--- src/design/sip_pkg.sv ---
// package: register map, field layout and types of the ingress priority table control
//
// Functional notes
// - vlan table status bit 0 is pending while a vlan table access runs
// - every write to the priority command register launches one table access
// - command bit 7 chooses direction: one reads, zero writes
// - command bits 5:0 pick the table entry; bit 6 is reserved
// - host loads write data first; pending stays up until the entry is stored
// - after pending clears, the read data register holds the entry priority
// - table turns the received tos/cs field into a 3-bit priority
// - table is not cleared at reset; host should write every entry
// - config bit 17 lets mld detection accept extra next header values
// - config bit 16 makes mld detection ignore the hop-by-hop next header
// - config bit 15 makes vlan rules use the port default vid
// - config bit 14 allows vlan tag priority as queue source
// - config bit 13 allows monitored packets back to their source port
// - config bits 12:10 are the monitor port map
// - config bit 9 allows ip tos or traffic class as queue source
// - config bit 8 enables mld detection towards the monitor ports
// - config bit 7 enables igmp detection towards the monitor ports
// - config bit 6 makes read-cleared counters load the test value
// - config bit 5 lets lookup table priority pick the queue
// - precedence bit picks tos precedence when set, else the table
package sip_pkg;

    // register indexes; byte address is four times the index
    localparam logic [13:0] SIP_IDX_VLAN_STS = 14'h1810;
    localparam logic [13:0] SIP_IDX_PT_CMD = 14'h1811;
    localparam logic [13:0] SIP_IDX_PT_WDATA = 14'h1812;
    localparam logic [13:0] SIP_IDX_PT_RDATA = 14'h1813;
    localparam logic [13:0] SIP_IDX_PT_STS = 14'h1814;
    localparam logic [13:0] SIP_IDX_GCFG = 14'h1840;
    localparam int SIP_ADDR_W = 16;

    // command register fields
    localparam int SIP_CMD_DIR_BIT = 7;
    localparam int SIP_CMD_IDX_LSB = 0;
    localparam int SIP_TBL_IDX_W = 6;
    localparam int SIP_PRIO_W = 3;
    localparam logic [31:0] SIP_CMD_MASK = 32'h0000_00BF;

    // global ingress config field positions
    localparam int SIP_G_OTHER_NH = 17;
    localparam int SIP_G_ANY_HBH = 16;
    localparam int SIP_G_VLAN_DIS = 15;
    localparam int SIP_G_USE_TAG = 14;
    localparam int SIP_G_ECHO = 13;
    localparam int SIP_G_MON_LSB = 10;
    localparam int SIP_G_MON_W = 3;
    localparam int SIP_G_USE_IP = 9;
    localparam int SIP_G_MLD = 8;
    localparam int SIP_G_IGMP = 7;
    localparam int SIP_G_CNT_TEST = 6;
    localparam int SIP_G_DA_PRIO = 5;
    localparam int SIP_G_USE_PREC = 2;
    localparam logic [31:0] SIP_GCFG_RESET = 32'h0000_0004;

    // value a read-cleared counter takes in test mode
    localparam logic [31:0] SIP_CNT_TEST_VALUE = 32'h07FF_FFFC;
    localparam logic [31:0] SIP_CNT_CLEAR_VALUE = 32'h0000_0000;

    // tos octet: table index in 7:2, precedence in 7:5
    localparam int SIP_TOS_IDX_LSB = 2;
    localparam int SIP_TOS_PREC_LSB = 5;

    typedef enum logic [2:0]
    {
        SIP_SEL_NONE = 3'b000,
        SIP_SEL_VLAN_STS = 3'b001,
        SIP_SEL_PT_CMD = 3'b010,
        SIP_SEL_PT_WDATA = 3'b011,
        SIP_SEL_PT_RDATA = 3'b100,
        SIP_SEL_PT_STS = 3'b101,
        SIP_SEL_GCFG = 3'b110
    } sip_sel_t;

    typedef enum logic [1:0]
    {
        SIP_ST_IDLE = 2'b00,
        SIP_ST_WR_STORE = 2'b01,
        SIP_ST_RD_ADDR = 2'b10,
        SIP_ST_RD_CAPT = 2'b11
    } sip_state_t;

    // settings handed to the switch datapath
    typedef struct packed
    {
        logic other_mld_nh;
        logic any_hbh_nh;
        logic vlan_disable;
        logic use_tag;
        logic monitor_echo;
        logic [2:0] monitor_ports;
        logic use_ip;
        logic mld_monitor;
        logic igmp_monitor;
        logic counter_test_mode;
        logic da_highest_prio;
        logic use_precedence;
    } sip_gcfg_t;

    // byte address to register select; misaligned or unknown is none
    function automatic sip_sel_t sip_decode(input logic [SIP_ADDR_W-1:0] addr);
        sip_sel_t sel;
        sel = SIP_SEL_NONE;
        if (addr[1:0] == 2'h0)
        begin
            case (addr[SIP_ADDR_W-1:2])
                SIP_IDX_VLAN_STS: sel = SIP_SEL_VLAN_STS;
                SIP_IDX_PT_CMD: sel = SIP_SEL_PT_CMD;
                SIP_IDX_PT_WDATA: sel = SIP_SEL_PT_WDATA;
                SIP_IDX_PT_RDATA: sel = SIP_SEL_PT_RDATA;
                SIP_IDX_PT_STS: sel = SIP_SEL_PT_STS;
                SIP_IDX_GCFG: sel = SIP_SEL_GCFG;
                default: sel = SIP_SEL_NONE;
            endcase
        end
        return sel;
    endfunction

    function automatic sip_gcfg_t sip_word_to_gcfg(input logic [31:0] w);
        sip_gcfg_t g;
        g.other_mld_nh = w[SIP_G_OTHER_NH];
        g.any_hbh_nh = w[SIP_G_ANY_HBH];
        g.vlan_disable = w[SIP_G_VLAN_DIS];
        g.use_tag = w[SIP_G_USE_TAG];
        g.monitor_echo = w[SIP_G_ECHO];
        g.monitor_ports = w[SIP_G_MON_LSB +: SIP_G_MON_W];
        g.use_ip = w[SIP_G_USE_IP];
        g.mld_monitor = w[SIP_G_MLD];
        g.igmp_monitor = w[SIP_G_IGMP];
        g.counter_test_mode = w[SIP_G_CNT_TEST];
        g.da_highest_prio = w[SIP_G_DA_PRIO];
        g.use_precedence = w[SIP_G_USE_PREC];
        return g;
    endfunction

    function automatic logic [31:0] sip_gcfg_to_word(input sip_gcfg_t g);
        logic [31:0] w;
        w = 32'h0000_0000;
        w[SIP_G_OTHER_NH] = g.other_mld_nh;
        w[SIP_G_ANY_HBH] = g.any_hbh_nh;
        w[SIP_G_VLAN_DIS] = g.vlan_disable;
        w[SIP_G_USE_TAG] = g.use_tag;
        w[SIP_G_ECHO] = g.monitor_echo;
        w[SIP_G_MON_LSB +: SIP_G_MON_W] = g.monitor_ports;
        w[SIP_G_USE_IP] = g.use_ip;
        w[SIP_G_MLD] = g.mld_monitor;
        w[SIP_G_IGMP] = g.igmp_monitor;
        w[SIP_G_CNT_TEST] = g.counter_test_mode;
        w[SIP_G_DA_PRIO] = g.da_highest_prio;
        w[SIP_G_USE_PREC] = g.use_precedence;
        return w;
    endfunction

endpackage

--- src/design/sip_table_ram.sv ---
// two-port table memory: host port read/write, lookup port read only
`timescale 1ns/1ps
module sip_table_ram #(
    parameter int DATA_W = 3,
    parameter int ADDR_W = 6
) (
    // clock
    input wire logic clk,
    // host port
    input wire logic a_we,
    input wire logic [ADDR_W-1:0] a_addr,
    input wire logic [DATA_W-1:0] a_wdata,
    output logic [DATA_W-1:0] a_rdata,
    // lookup port
    input wire logic [ADDR_W-1:0] b_addr,
    output logic [DATA_W-1:0] b_rdata
);
    logic [DATA_W-1:0] mem [0:(1<<ADDR_W)-1];

    // no reset on the array: contents are undefined until the host writes them
    always_ff @(posedge clk)
    begin
        if (a_we)
        begin
            mem[a_addr] <= a_wdata;
        end
    end

    // registered read on the host port
    always_ff @(posedge clk)
    begin
        a_rdata <= mem[a_addr];
    end

    // registered read on the lookup port
    always_ff @(posedge clk)
    begin
        b_rdata <= mem[b_addr];
    end
endmodule

--- src/design/sip_ctrl.sv ---
// ingress priority table control: apb registers, table access engine, lookup
`timescale 1ns/1ps
module sip_ctrl #(
    parameter int TBL_IDX_W = sip_pkg::SIP_TBL_IDX_W,
    parameter int PRIO_W = sip_pkg::SIP_PRIO_W
) (
    // clock and reset
    input wire logic pclk,
    input wire logic presetn,
    // apb slave
    input wire logic psel,
    input wire logic penable,
    input wire logic pwrite,
    input wire logic [sip_pkg::SIP_ADDR_W-1:0] paddr,
    input wire logic [31:0] pwdata,
    output logic [31:0] prdata,
    output logic pready,
    output logic pslverr,
    // vlan table engine progress
    input wire logic vlan_cmd_start,
    input wire logic vlan_cmd_done,
    // datapath tos lookup
    input wire logic lookup_valid,
    input wire logic [7:0] lookup_tos,
    output logic ip_prio_valid,
    output logic [PRIO_W-1:0] ip_prio,
    // settings towards the datapath
    output sip_pkg::sip_gcfg_t gcfg,
    output logic [31:0] cnt_clear_value
);
    sip_pkg::sip_state_t state_q;
    sip_pkg::sip_sel_t sel;
    logic pready_q;
    logic pslverr_q;
    logic [31:0] prdata_q;
    logic wr_commit;
    logic cmd_launch;
    logic dir_read_q;
    logic [TBL_IDX_W-1:0] tbl_idx_q;
    logic [PRIO_W-1:0] wdata_q;
    logic [PRIO_W-1:0] rdata_q;
    logic prio_pending_q;
    logic vlan_pending_q;
    sip_pkg::sip_gcfg_t gcfg_q;
    logic [31:0] cnt_clear_q;
    logic mem_we;
    logic [PRIO_W-1:0] mem_a_rdata;
    logic [PRIO_W-1:0] mem_b_rdata;
    logic lookup_dly_q;
    logic [PRIO_W-1:0] prec_dly_q;
    logic ip_prio_valid_q;
    logic [PRIO_W-1:0] ip_prio_q;

    assign sel = sip_pkg::sip_decode(paddr);
    // a write takes effect only on the edge that completes the transfer
    assign wr_commit = psel && penable && pready_q && pwrite;
    assign cmd_launch = wr_commit && (sel == sip_pkg::SIP_SEL_PT_CMD);

    // one wait state so read data can come out of a flop
    always_ff @(posedge pclk or negedge presetn)
    begin
        if (!presetn)
        begin
            pready_q <= 1'b0;
            pslverr_q <= 1'b0;
        end
        else
        begin
            pready_q <= psel && penable && !pready_q;
            pslverr_q <= psel && penable && !pready_q && (sel == sip_pkg::SIP_SEL_NONE);
        end
    end

    // read mux, sampled one cycle before pready is seen
    always_ff @(posedge pclk or negedge presetn)
    begin
        if (!presetn)
        begin
            prdata_q <= 32'h0000_0000;
        end
        else if (psel && penable && !pready_q && !pwrite)
        begin
            unique case (sel)
                sip_pkg::SIP_SEL_VLAN_STS: prdata_q <= {31'h0000_0000, vlan_pending_q};
                sip_pkg::SIP_SEL_PT_CMD:
                    prdata_q <= {24'h00_0000, dir_read_q, 1'b0, tbl_idx_q};
                sip_pkg::SIP_SEL_PT_WDATA: prdata_q <= {29'h0000_0000, wdata_q};
                sip_pkg::SIP_SEL_PT_RDATA: prdata_q <= {29'h0000_0000, rdata_q};
                sip_pkg::SIP_SEL_PT_STS: prdata_q <= {31'h0000_0000, prio_pending_q};
                sip_pkg::SIP_SEL_GCFG: prdata_q <= sip_pkg::sip_gcfg_to_word(gcfg_q);
                sip_pkg::SIP_SEL_NONE: prdata_q <= 32'h0000_0000;
            endcase
        end
    end

    // command register fields
    always_ff @(posedge pclk or negedge presetn)
    begin
        if (!presetn)
        begin
            dir_read_q <= 1'b0;
            tbl_idx_q <= '0;
        end
        else if (cmd_launch)
        begin
            dir_read_q <= pwdata[sip_pkg::SIP_CMD_DIR_BIT];
            tbl_idx_q <= pwdata[sip_pkg::SIP_CMD_IDX_LSB +: TBL_IDX_W];
        end
    end

    // write data register
    always_ff @(posedge pclk or negedge presetn)
    begin
        if (!presetn)
        begin
            wdata_q <= '0;
        end
        else if (wr_commit && (sel == sip_pkg::SIP_SEL_PT_WDATA))
        begin
            wdata_q <= pwdata[PRIO_W-1:0];
        end
    end

    // global ingress config; only the bits the datapath uses are stored
    always_ff @(posedge pclk or negedge presetn)
    begin
        if (!presetn)
        begin
            gcfg_q <= sip_pkg::sip_word_to_gcfg(sip_pkg::SIP_GCFG_RESET);
        end
        else if (wr_commit && (sel == sip_pkg::SIP_SEL_GCFG))
        begin
            gcfg_q <= sip_pkg::sip_word_to_gcfg(pwdata);
        end
    end

    always_ff @(posedge pclk or negedge presetn)
    begin
        if (!presetn)
        begin
            cnt_clear_q <= sip_pkg::SIP_CNT_CLEAR_VALUE;
        end
        else
        begin
            cnt_clear_q <= gcfg_q.counter_test_mode ? sip_pkg::SIP_CNT_TEST_VALUE
                                                     : sip_pkg::SIP_CNT_CLEAR_VALUE;
        end
    end

    // table access sequencer; a new command restarts it from the top
    always_ff @(posedge pclk or negedge presetn)
    begin
        if (!presetn)
        begin
            state_q <= sip_pkg::SIP_ST_IDLE;
        end
        else if (cmd_launch)
        begin
            state_q <= pwdata[sip_pkg::SIP_CMD_DIR_BIT] ? sip_pkg::SIP_ST_RD_ADDR
                                                         : sip_pkg::SIP_ST_WR_STORE;
        end
        else
        begin
            unique case (state_q)
                sip_pkg::SIP_ST_IDLE: state_q <= sip_pkg::SIP_ST_IDLE;
                sip_pkg::SIP_ST_WR_STORE: state_q <= sip_pkg::SIP_ST_IDLE;
                sip_pkg::SIP_ST_RD_ADDR: state_q <= sip_pkg::SIP_ST_RD_CAPT;
                sip_pkg::SIP_ST_RD_CAPT: state_q <= sip_pkg::SIP_ST_IDLE;
            endcase
        end
    end

    assign mem_we = (state_q == sip_pkg::SIP_ST_WR_STORE);

    always_ff @(posedge pclk or negedge presetn)
    begin
        if (!presetn)
        begin
            rdata_q <= '0;
        end
        else if (state_q == sip_pkg::SIP_ST_RD_CAPT)
        begin
            rdata_q <= mem_a_rdata;
        end
    end

    // pending flag; a launch on the finishing edge keeps it set
    always_ff @(posedge pclk or negedge presetn)
    begin
        if (!presetn)
        begin
            prio_pending_q <= 1'b0;
        end
        else if (cmd_launch)
        begin
            prio_pending_q <= 1'b1;
        end
        else if ((state_q == sip_pkg::SIP_ST_WR_STORE) || (state_q == sip_pkg::SIP_ST_RD_CAPT))
        begin
            prio_pending_q <= 1'b0;
        end
    end

    // vlan pending, start wins over done
    always_ff @(posedge pclk or negedge presetn)
    begin
        if (!presetn)
        begin
            vlan_pending_q <= 1'b0;
        end
        else if (vlan_cmd_start)
        begin
            vlan_pending_q <= 1'b1;
        end
        else if (vlan_cmd_done)
        begin
            vlan_pending_q <= 1'b0;
        end
    end

    sip_table_ram #(
        .DATA_W(PRIO_W),
        .ADDR_W(TBL_IDX_W)
    ) u_ram (
        .clk(pclk),
        .a_we(mem_we),
        .a_addr(tbl_idx_q),
        .a_wdata(wdata_q),
        .a_rdata(mem_a_rdata),
        .b_addr(lookup_tos[sip_pkg::SIP_TOS_IDX_LSB +: TBL_IDX_W]),
        .b_rdata(mem_b_rdata)
    );

    // precedence delayed to line up with the table read
    always_ff @(posedge pclk or negedge presetn)
    begin
        if (!presetn)
        begin
            lookup_dly_q <= 1'b0;
            prec_dly_q <= '0;
        end
        else
        begin
            lookup_dly_q <= lookup_valid;
            prec_dly_q <= lookup_tos[sip_pkg::SIP_TOS_PREC_LSB +: PRIO_W];
        end
    end

    always_ff @(posedge pclk or negedge presetn)
    begin
        if (!presetn)
        begin
            ip_prio_valid_q <= 1'b0;
            ip_prio_q <= '0;
        end
        else
        begin
            ip_prio_valid_q <= lookup_dly_q;
            ip_prio_q <= gcfg_q.use_precedence ? prec_dly_q : mem_b_rdata;
        end
    end

    assign prdata = prdata_q;
    assign pready = pready_q;
    assign pslverr = pslverr_q;
    assign gcfg = gcfg_q;
    assign cnt_clear_value = cnt_clear_q;
    assign ip_prio_valid = ip_prio_valid_q;
    assign ip_prio = ip_prio_q;
endmodule

--- config.mk ---
export PLATFORM = sky130hd
export DESIGN_NAME = sip_ctrl
export DESIGN_NICKNAME = d
export VERILOG_FILES = /design/src/design/sip_pkg.sv /design/src/design/sip_table_ram.sv /design/src/design/sip_ctrl.sv
export SDC_FILE = /design/constraint.sdc
export NUM_CORES = 1
export LEC_CHECK = 0
export BUFFER_PORTS_ARGS = -buffer_cell sky130_fd_sc_hd__buf_2
export CAP_MARGIN = 20
export CORE_MARGIN = 4
export CORE_UTILIZATION = 43
export CTS_CLUSTER_DIAMETER = 80
export DETAILED_ROUTE_END_ITERATION = 10
export SYNTH_ARGS = -nofsm -noshare
export SYNTH_HDL_FRONTEND = slang
export SYNTH_HIERARCHICAL = 1
export SYNTH_SLANG_ARGS = --single-unit
--- constraint.sdc ---
create_clock -name pclk -period 4.15 [get_ports pclk]
set_clock_uncertainty 0.2 [all_clocks]
set_input_delay 0.415 -clock pclk [delete_from_list [all_inputs] [get_ports pclk]]
set_output_delay 0.415 -clock pclk [all_outputs]
set_load 0.02 [all_outputs]
# After elaboration in Yosys (flattened, before gate mapping)
# Memory sizes are Yosys's and may differ from the RTL's. A register that Yosys moved wholly into a read port is not among the register bits.
# Index checks and enable logic that the tools add are counted.
[totals]
mem_bits_rw = 192
in_bits = 64
mem_count = 1
reg_bits = 100
elab_cells = 75
output_inout_bits = 84
[classes]
reduce_logical = 18
n_eq_ne = 15
n_mux = 14
[mem_list]
columns = ["name", "words", "width", "read_ports", "rd_clocked_by_memory_dff", "wr", "line_no", "source"]
rows = [
  ["u_ram.mem", 64, 3, 2, 2, 1, "sip_table_ram.sv:18", "logic [DATA_W-1:0] mem [0:(1<<ADDR_W)-1];"],
]
[op_table]
columns = ["op", "count"]
rows = [
  ["$pmux 32 s7", 1],
  ["$eq 14x13->1 const B", 6],
  ["$mux 27", 1],
  ["$pmux 3 s6", 1],
  ["$eq 3x3->1 const B", 3],
  ["$logic_and 1x1->1", 9],
  ["$eq 3x2->1 const B", 2],
  ["$mux 1", 6],
  ["$mux 3", 2],
  ["$eq 2x2->1 const B", 2],
  ["$logic_not 2->1", 2],
  ["$mux 2", 2],
  ["$pmux 2 s2", 1],
  ["$reduce_bool 2->1", 2],
  ["$eq 3x1->1 const B", 1],
  ["$logic_not 3->1", 1],
  ["$reduce_or 3->1", 1],
  ["$eq 2x1->1 const B", 1],
  ["$logic_not 1->1", 2],
  ["$logic_or 1x1->1", 1],
]

# Logic depth before layout (Yosys ltp)
# Gate-level depths: netlist of run 1.
[depth]
word_depth = 6
ltp_mapped = 9

# Cells and area by module
# Netlist of run 1, hierarchy kept.
[modules_own_cells]
columns = ["module", "seq_area_each_um2", "instances", "cells_per_inst", "area_each_um2"]
rows = [
  ["sip_table_ram", 5885.6, 1, 595, 9555.4],
  ["sip_ctrl", 1502.7, 1, 240, 2892.8],
]

# Worst setup path before layout of run 1
# No wires, ideal clock.
[synth_timing]
path_kind = "input -> register"
start = "in lookup_tos[2]"
end = "reg u_ram.b_rdata[0], read port of u_ram.mem"
arrival_ps = 1980
slack_ps = 1838
cell_stages = 7
path_cell_list = "buf_2 -> buf_2 -> mux4_2 -> mux2i_1 -> nor2_1 -> o41ai_1 -> o31ai_1"
[synth_lines]
columns = ["element", "line_no", "source"]
rows = [
  ["start: declaration", "sip_ctrl.sv:24", "input wire logic [7:0] lookup_tos,"],
  ["end: declaration", "sip_table_ram.sv:16", "output logic [DATA_W-1:0] b_rdata"],
]

# Worst setup path after layout of run 1
[layout_timing]
start = "reg tbl_idx_q[0]"
end = "mem u_ram.mem[48][2], enable pin"
[layout_lines]
columns = ["element", "line_no", "source"]
rows = [
  ["start: declaration", "sip_ctrl.sv:39", "logic [TBL_IDX_W-1:0] tbl_idx_q;"],
  ["start signal: assignment", "sip_ctrl.sv:107", "tbl_idx_q <= pwdata[sip_pkg::SIP_CMD_IDX_LSB +: TBL_IDX_W];"],
  ["end: declaration", "sip_table_ram.sv:18", ""],
]
# No word-level cell before the write port.

==> results of run 1 <==
-- metal layers --
layer,share of wire (%),up-vias
met1,42,3995
met2,46,406
met4,2.6,0
met5,0,-
met3,9.3,66
li1,-,3449
-- critical path, stage by stage, from the launching register on --
cell	delay [ns]
dfrtp_2	0.64
nor2_1	0.86
nand2_1	0.67
nor2_1	0.49
-- through the flow --
stage / hold slack [ns] / utilization, % / power, mW / instance area (um2)
after floorplan: -0.0806 / - / 2.92 / 12500
after global placement: 0.136 / 46.0 / 2.97 / 13200
after detailed placement: 0.156 / 46.0 / 2.98 / 13200
after CTS: 0.0264 / 50.4 / 5.63 / 14400
after global routing: 0.0623 / 50.4 / 5.76 / 14400
final: 0.0548 / 50.4 / 5.57 / 14400
-- report_power, final --
part           switching [mW]  internal [mW]
logic                   0.111         0.0751
registers             0.00410           2.75
clock network            1.02           1.61
-- state kept, by name, summed over array words and instances, names as in the netlist --
register,cells
rdata_q,3
ip_prio,3
prec_dly_q,3
u_ram/mem,192
dir_read_q,1
u_ram/b_rdata,3
tbl_idx_q,6
state_q,2
cnt_clear_value,1
gcfg,14
vlan_pending_q,1
prdata,18
u_ram/a_rdata,3
ip_prio_valid,1
pready,1
pslverr,1
wdata_q,3
prio_pending_q,1
lookup_dly_q,1
-- placed cells by master, fill, tap and decap left out, types with 4 or more instances in the layout --
| cell | netlist | layout |
|---|---|---|
| nand3_1 | 17 | 17 |
| mux4_2 | 72 | 72 |
| nor2_1 | 85 | 85 |
| inv_1 | 9 | 9 |
| dlygate4sd3_1 | 0 | 27 |
| nand3b_1 | 5 | 5 |
| buf_2 | 21 | 110 |
| and2_1 | 5 | 5 |
| nor3_1 | 6 | 6 |
| dfrtp_2 | 0 | 6 |
| a31oi_1 | 7 | 7 |
| nand4_1 | 4 | 4 |
| o21ai_0 | 13 | 13 |
| nor2b_1 | 10 | 10 |
| mux2_2 | 32 | 32 |
| a211o_1 | 5 | 5 |
| clkbuf_16 | 0 | 30 |
| mux2_1 | 18 | 18 |
| clkbuf_8 | 0 | 5 |
| clkbuf_1 | 20 | 4 |
| o22ai_1 | 10 | 10 |
| edfxtp_1 | 192 | 192 |
| conb_1 | 1 | 21 |
| dfxtp_1 | 6 | 6 |
| nand2_1 | 26 | 26 |
| nand2b_1 | 4 | 4 |
| and3_1 | 5 | 5 |
| a221oi_1 | 8 | 8 |
| dfrtp_1 | 59 | 53 |
| mux2i_1 | 36 | 36 |
| clkinv_2 | 0 | 5 |
| a21oi_1 | 19 | 19 |
| buf_4 | 51 | 26 |
| o21ai_1 | 4 | 4 |
| o2bb2ai_1 | 5 | 5 |
| a22o_1 | 17 | 17 |
-- cells in the mapped netlist, types with 6 or more instances --
cell	instances	share of area, %
a221oi_1	8	0.56
o22ai_1	10	0.50
mux4_2	72	13
mux2_1	18	1.6
inv_1	9	0.27
edfxtp_1	192	46
mux2i_1	36	2.9
a22o_1	17	1.2
nand3_1	17	0.68
nor3_1	6	0.24
nor2b_1	10	0.50
nand2_1	26	0.78
buf_4	51	3.1
clkbuf_1	20	0.60
buf_2	21	0.84
dfxtp_1	6	0.96
a21oi_1	19	0.76
a31oi_1	7	0.35
o21ai_0	13	0.52
mux2_2	32	2.9
nor2_1	85	2.6
dfrtp_1	59	12
-- repair_timing --
action,4_1_cts,5_1_grt
buffers inserted,0,0
hold buffers,27,0
hold endpoints to repair,69,0
resized for setup,0,0
-- final cells by class --
cell class | count | area, um2
clock inverters | 11 | 135
well taps | 384 | 480
multi-input cells | 491 | 4490
flip-flops and latches | 258 | 7400
inverters | 9 | 33.8
fillers | 2417 | 14200
repair buffers | 164 | 1040
clock buffers | 42 | 857
-- final timing paths --
check	from	cells after the start	end	slack (ns)
setup / recovery	tbl_idx_q[0]	3	u_ram/mem[48][2]	0.93
hold / removal	pwrite	4	prdata[0]	0.05
setup reg to reg	tbl_idx_q[0]	3	u_ram/mem[48][2]	0.93
hold reg to reg	lookup_dly_q	0	ip_prio_valid	0.17
max in group asynchronous	presetn	3	gcfg[0]	2.56
min in group asynchronous	presetn	2	vlan_pending_q	0.30
-- logic make-up after synthesis --
group	Yosys count	share of synthesized area, %
buf+inv	106	5.19
mux	159	20.7
simple gates	193	8.02
flops	258	59.4
other cells	1	0.0301
xor+xnor	1	0.0704
compound gates	117	6.68
==> out/metrics.cfg, run 1 <==
[global_routing]
grt-ovfl-total = 0
grt_use_total_pct = 20.7
grtUsageMet1_pct = 30.2
grt-busiest-layer = met2
gr-usage-met2_pct = 32.4
grt_max_degree = 66
grt_pass1_wl_um = 49500
grtUsageMet3_pct = 3.69
first_global_vias = 7792
antenna_found_initial = 0

[yosys]
synthArstFlopShare_pct = 23.3
netlist_area_um2 = 12400
synthCells = 835
ys_seq_elements = 258
ys_types = 71
yosysSeqAreaShare_pct = 59.4
synth-edff-count = 192
yosys_warnings = 6
avgSynthCellArea_um2 = 14.9
synthFlopType = edfxtp_1

[floorplan]
fp.dieH_um = 178
initial_utilization_pct = 43.5
dieWidth_um = 178
core_um2 = 28600
row_count = 62
ios = 148
dieArea_um2 = 31700

[worst_setup_path]
worstPathRequired_ns = 4.16
cp.arrival_ns = 3.23
path_max_fanout = 26
crit_path_start_kind = flip-flop
end_kind = flip-flop
crit_type = flip-flop to flip-flop

[sta]
fin_crit_sh_pct = 77.5
slew_viol_final = 0
relSlewSlack_pct = 33.0
final.setup.tns_ns = 0
rsz0062_at_grt = no
worstMarginPinSlew_ns = 1.00
setup_ws_ns = 0.935
fmax_mhz = 311
fin_crit_ns = 3.22
timing_hold_violations_final = 0
finalSetupViolations = 0

[clock_network]
clock_sinks = 258
cts_buffers = 29
clk_pin_slew_ns = 0.06
insertion_delay_ns = 0.55
cts_max_level = 1
tritoncts = built
cts_buffer_depth = 3
clockRootBuffer = clkbuf_16

[outcome]
status = finished clean

[final_layout]
drive_gt1_share_pct = 31.7
nets = 1017
syn_to_final_growth_pct = 15.9
diodes = 0
stdcell_count = 1359

[run]
maxCapViolCount = 0

[placement]
gp_congestion = 0.901
dp_worst_setup_slack_ns = 0.955
dp_cells = 1279
post-dp-hpwl_um = 22500
io_buffers = 110

[detailed_routing]
viasPerCell = 5.82
antenna_left = 0
wl_per_cell_um = 24.4
drc_errors = 0
drt_wl_total_um = 33100
via_count = 7916
dr.pass1.iters = 5
first_iter_violations = 767

[power_and_ir_drop]
power_leakage_nw = 4.86
power_density_nw_per_um2 = 386
ir_drop_mv = 0.343

[hold_path]
worstHoldPathType = input port to flip-flop

No activity file was read; power rests on OpenSTA's default activity.
==> inputs of run 2 (changes only) <==
Clock period 4.15 ns to 3.1 ns, I/O delays scaled along.
==> run 2 against run 1 <==
Combinational power increased by 42%; wire length increased by 0.45%; flip-flop and latch count unchanged; fmax increased by 13%; utilization increased by 1.2 points; critical path type unchanged; largest power group unchanged.
==> out/metrics.cfg, run 2 (same netlist as run 1, synthesis figures left out) <==
[sta]
fin_crit_ns = 2.85
slew_viol_final = 0
relSlewSlack_pct = 42.8
final.setup.tns_ns = 0
worstMarginPinSlew_ns = 0.857
finalSetupViolations = 0
rsz0062_at_grt = no
fmax_mhz = 351
timing_hold_violations_final = 0
whs_ns = 0.0752
fin_crit_sh_pct = 91.9

[global_routing]
grt_max_degree = 66
grt-ovfl-total = 0
antenna_found_initial = 0
first_global_vias = 8088
grt_use_total_pct = 20.6
grt_pass1_wl_um = 49500

[worst_setup_path]
path_cells = buf_4 -> nor2b_1 -> buf_4 -> a22o_1 -> a211oi_1 -> o211ai_1 -> or4_1
path_common_cell = buf_4
crit_path_start_kind = flip-flop
cpPeakStageDelay_ns = 0.59
end_kind = flip-flop
worstSetupStartpoint = tbl_idx_q[1]
crit_type = flip-flop to flip-flop
path_max_fanout = 14
rr_worst_depth = 7
rrSetupSlack_ns = 0.25
cp.arrival_ns = 3.04
worstPathRequired_ns = 3.29
reg2reg_from = tbl_idx_q[1]
cp_slowest_cell = dfrtp_2

[final_layout]
largest_reg_flops = 192
regMostFlops = u_ram/mem
multiInputGateArea_um2 = 4490
final_common_cell = edfxtp_1
drive_gt1_share_pct = 33.9
syn_to_final_growth_pct = 18.8
fillers = 2375
nets = 1063
register_area_um2 = 7400
diodes = 0
final_cell_mix = 192 x edfxtp_1, 110 x buf_2, 85 x nor2_1

[power_and_ir_drop]
p_seq_share_pct = 50.7
p_sw_mw = 1.50
internal_power_mw = 5.77
power_leakage_nw = 5.07
ir_drop_mv = 0.376
combPwrFrac_pct = 3.6
p_clk_share_pct = 45.6
power_density_nw_per_um2 = 492
power_switching_share_pct = 20.7

[detailed_routing]
drc_errors = 0
via_count = 8045
dr.pass1.iters = 7
wl_per_cell_um = 23.7
first_iter_violations = 677
viasPerCell = 5.73
drt_wl_total_um = 33200
antenna_left = 0

[clock_network]
tritoncts = built
clockRootBuffer = clkbuf_16
cts_resized = 0
clk_pin_slew_ns = 0.06
clock_sinks = 258
insertion_delay_ns = 0.55
cts_setup_buffers = 0
cts_max_level = 1
cts_buffers = 28
cts_buffer_depth = 3

[run]
maxCapViolCount = 0

[floorplan]
fp.dieH_um = 178
core_um2 = 28600
ios = 148
row_count = 62
initial_utilization_pct = 43.5
dieArea_um2 = 31700
dieWidth_um = 178

[hold_path]
worstHoldPathType = input port to async pin

[outcome]
status = finished clean

[placement]
io_buffers = 110
gp_congestion = 0.868
post-dp-hpwl_um = 23300

-- run 2: cell types whose count changed in the layout (fill, tap and decap cells not counted), moves of 2 or more --
cell and change:
buf_12 +5, buf_4 +39, clkbuf_1 -3, clkbuf_16 -2
clkbuf_4 -3, clkbuf_8 -5, clkinv_1 +8, clkinv_4 +2
dlygate4sd3_1 +3
-- run 2: critical path: cells and delay by family, from the launching register on --
kind / cells / cell delay, ns
AOI/OAI and AO/OA: 3 / 0.63
buffers and inverters: 2 / 0.48
DFF: 1 / 0.59
and+or+nand+nor: 2 / 0.77
-- run 2: layer usage --
metal  vias to the layer above  part of all wire [%]  global-route usage (%)
met5                         -                     0                       0
met4                         0                   2.5                    5.51
met3                        64                   9.3                    4.45
met2                       412                    47                    34.2
met1                      4029                    41                    27.5
li1                       3540                     -                       -
-- run 2: repair_timing --
item                                    CTS  global route
hold buffers                             30             0
hold endpoints to repair                 61             0
endpoints found under the setup margin    0             0
-- run 2: path summary, 6_finish.rpt --
kind                                     to
setup / recovery           u_ram/a_rdata[2]
setup reg to reg           u_ram/a_rdata[2]
max in group asynchronous           gcfg[0]
hold / removal               vlan_pending_q
min in group pclk                 prdata[1]
hold reg to reg               ip_prio_valid
-- run 2: stage by stage --
step	std cells	instance area (um2)	worst slack [ns]	total power, mW	util (%)
CTS	1404	14800	0.291	7.36	51.6
floorplan	855	12500	0.887	3.91	-
global placement	1323	13600	0.316	3.99	47.4
finish	1404	14800	0.250	7.28	51.6
global route	1404	14800	0.130	7.53	51.6
detailed placement	1323	13600	0.293	3.99	47.4
-- run 2: cell type report --
cell class	instances	area share, %
Clock buffer	29	4.77
Clock inverter	22	1.49
Inverter	9	0.229
Multi-Input combinational cell	491	30.4
Sequential cell	258	50.0
Tap cell	384	3.25
Timing Repair Buffer	211	9.87
-- run 2: power by group through the flow --
stage	Sequential, mW	Clock [mW]	Combinational (mW)
global route	3.69	3.55	0.285
floorplan	3.77	0	0.143
finish	3.69	3.32	0.264
CTS	3.69	3.40	0.264
global placement	3.76	0	0.232
detailed placement	3.76	0	0.234
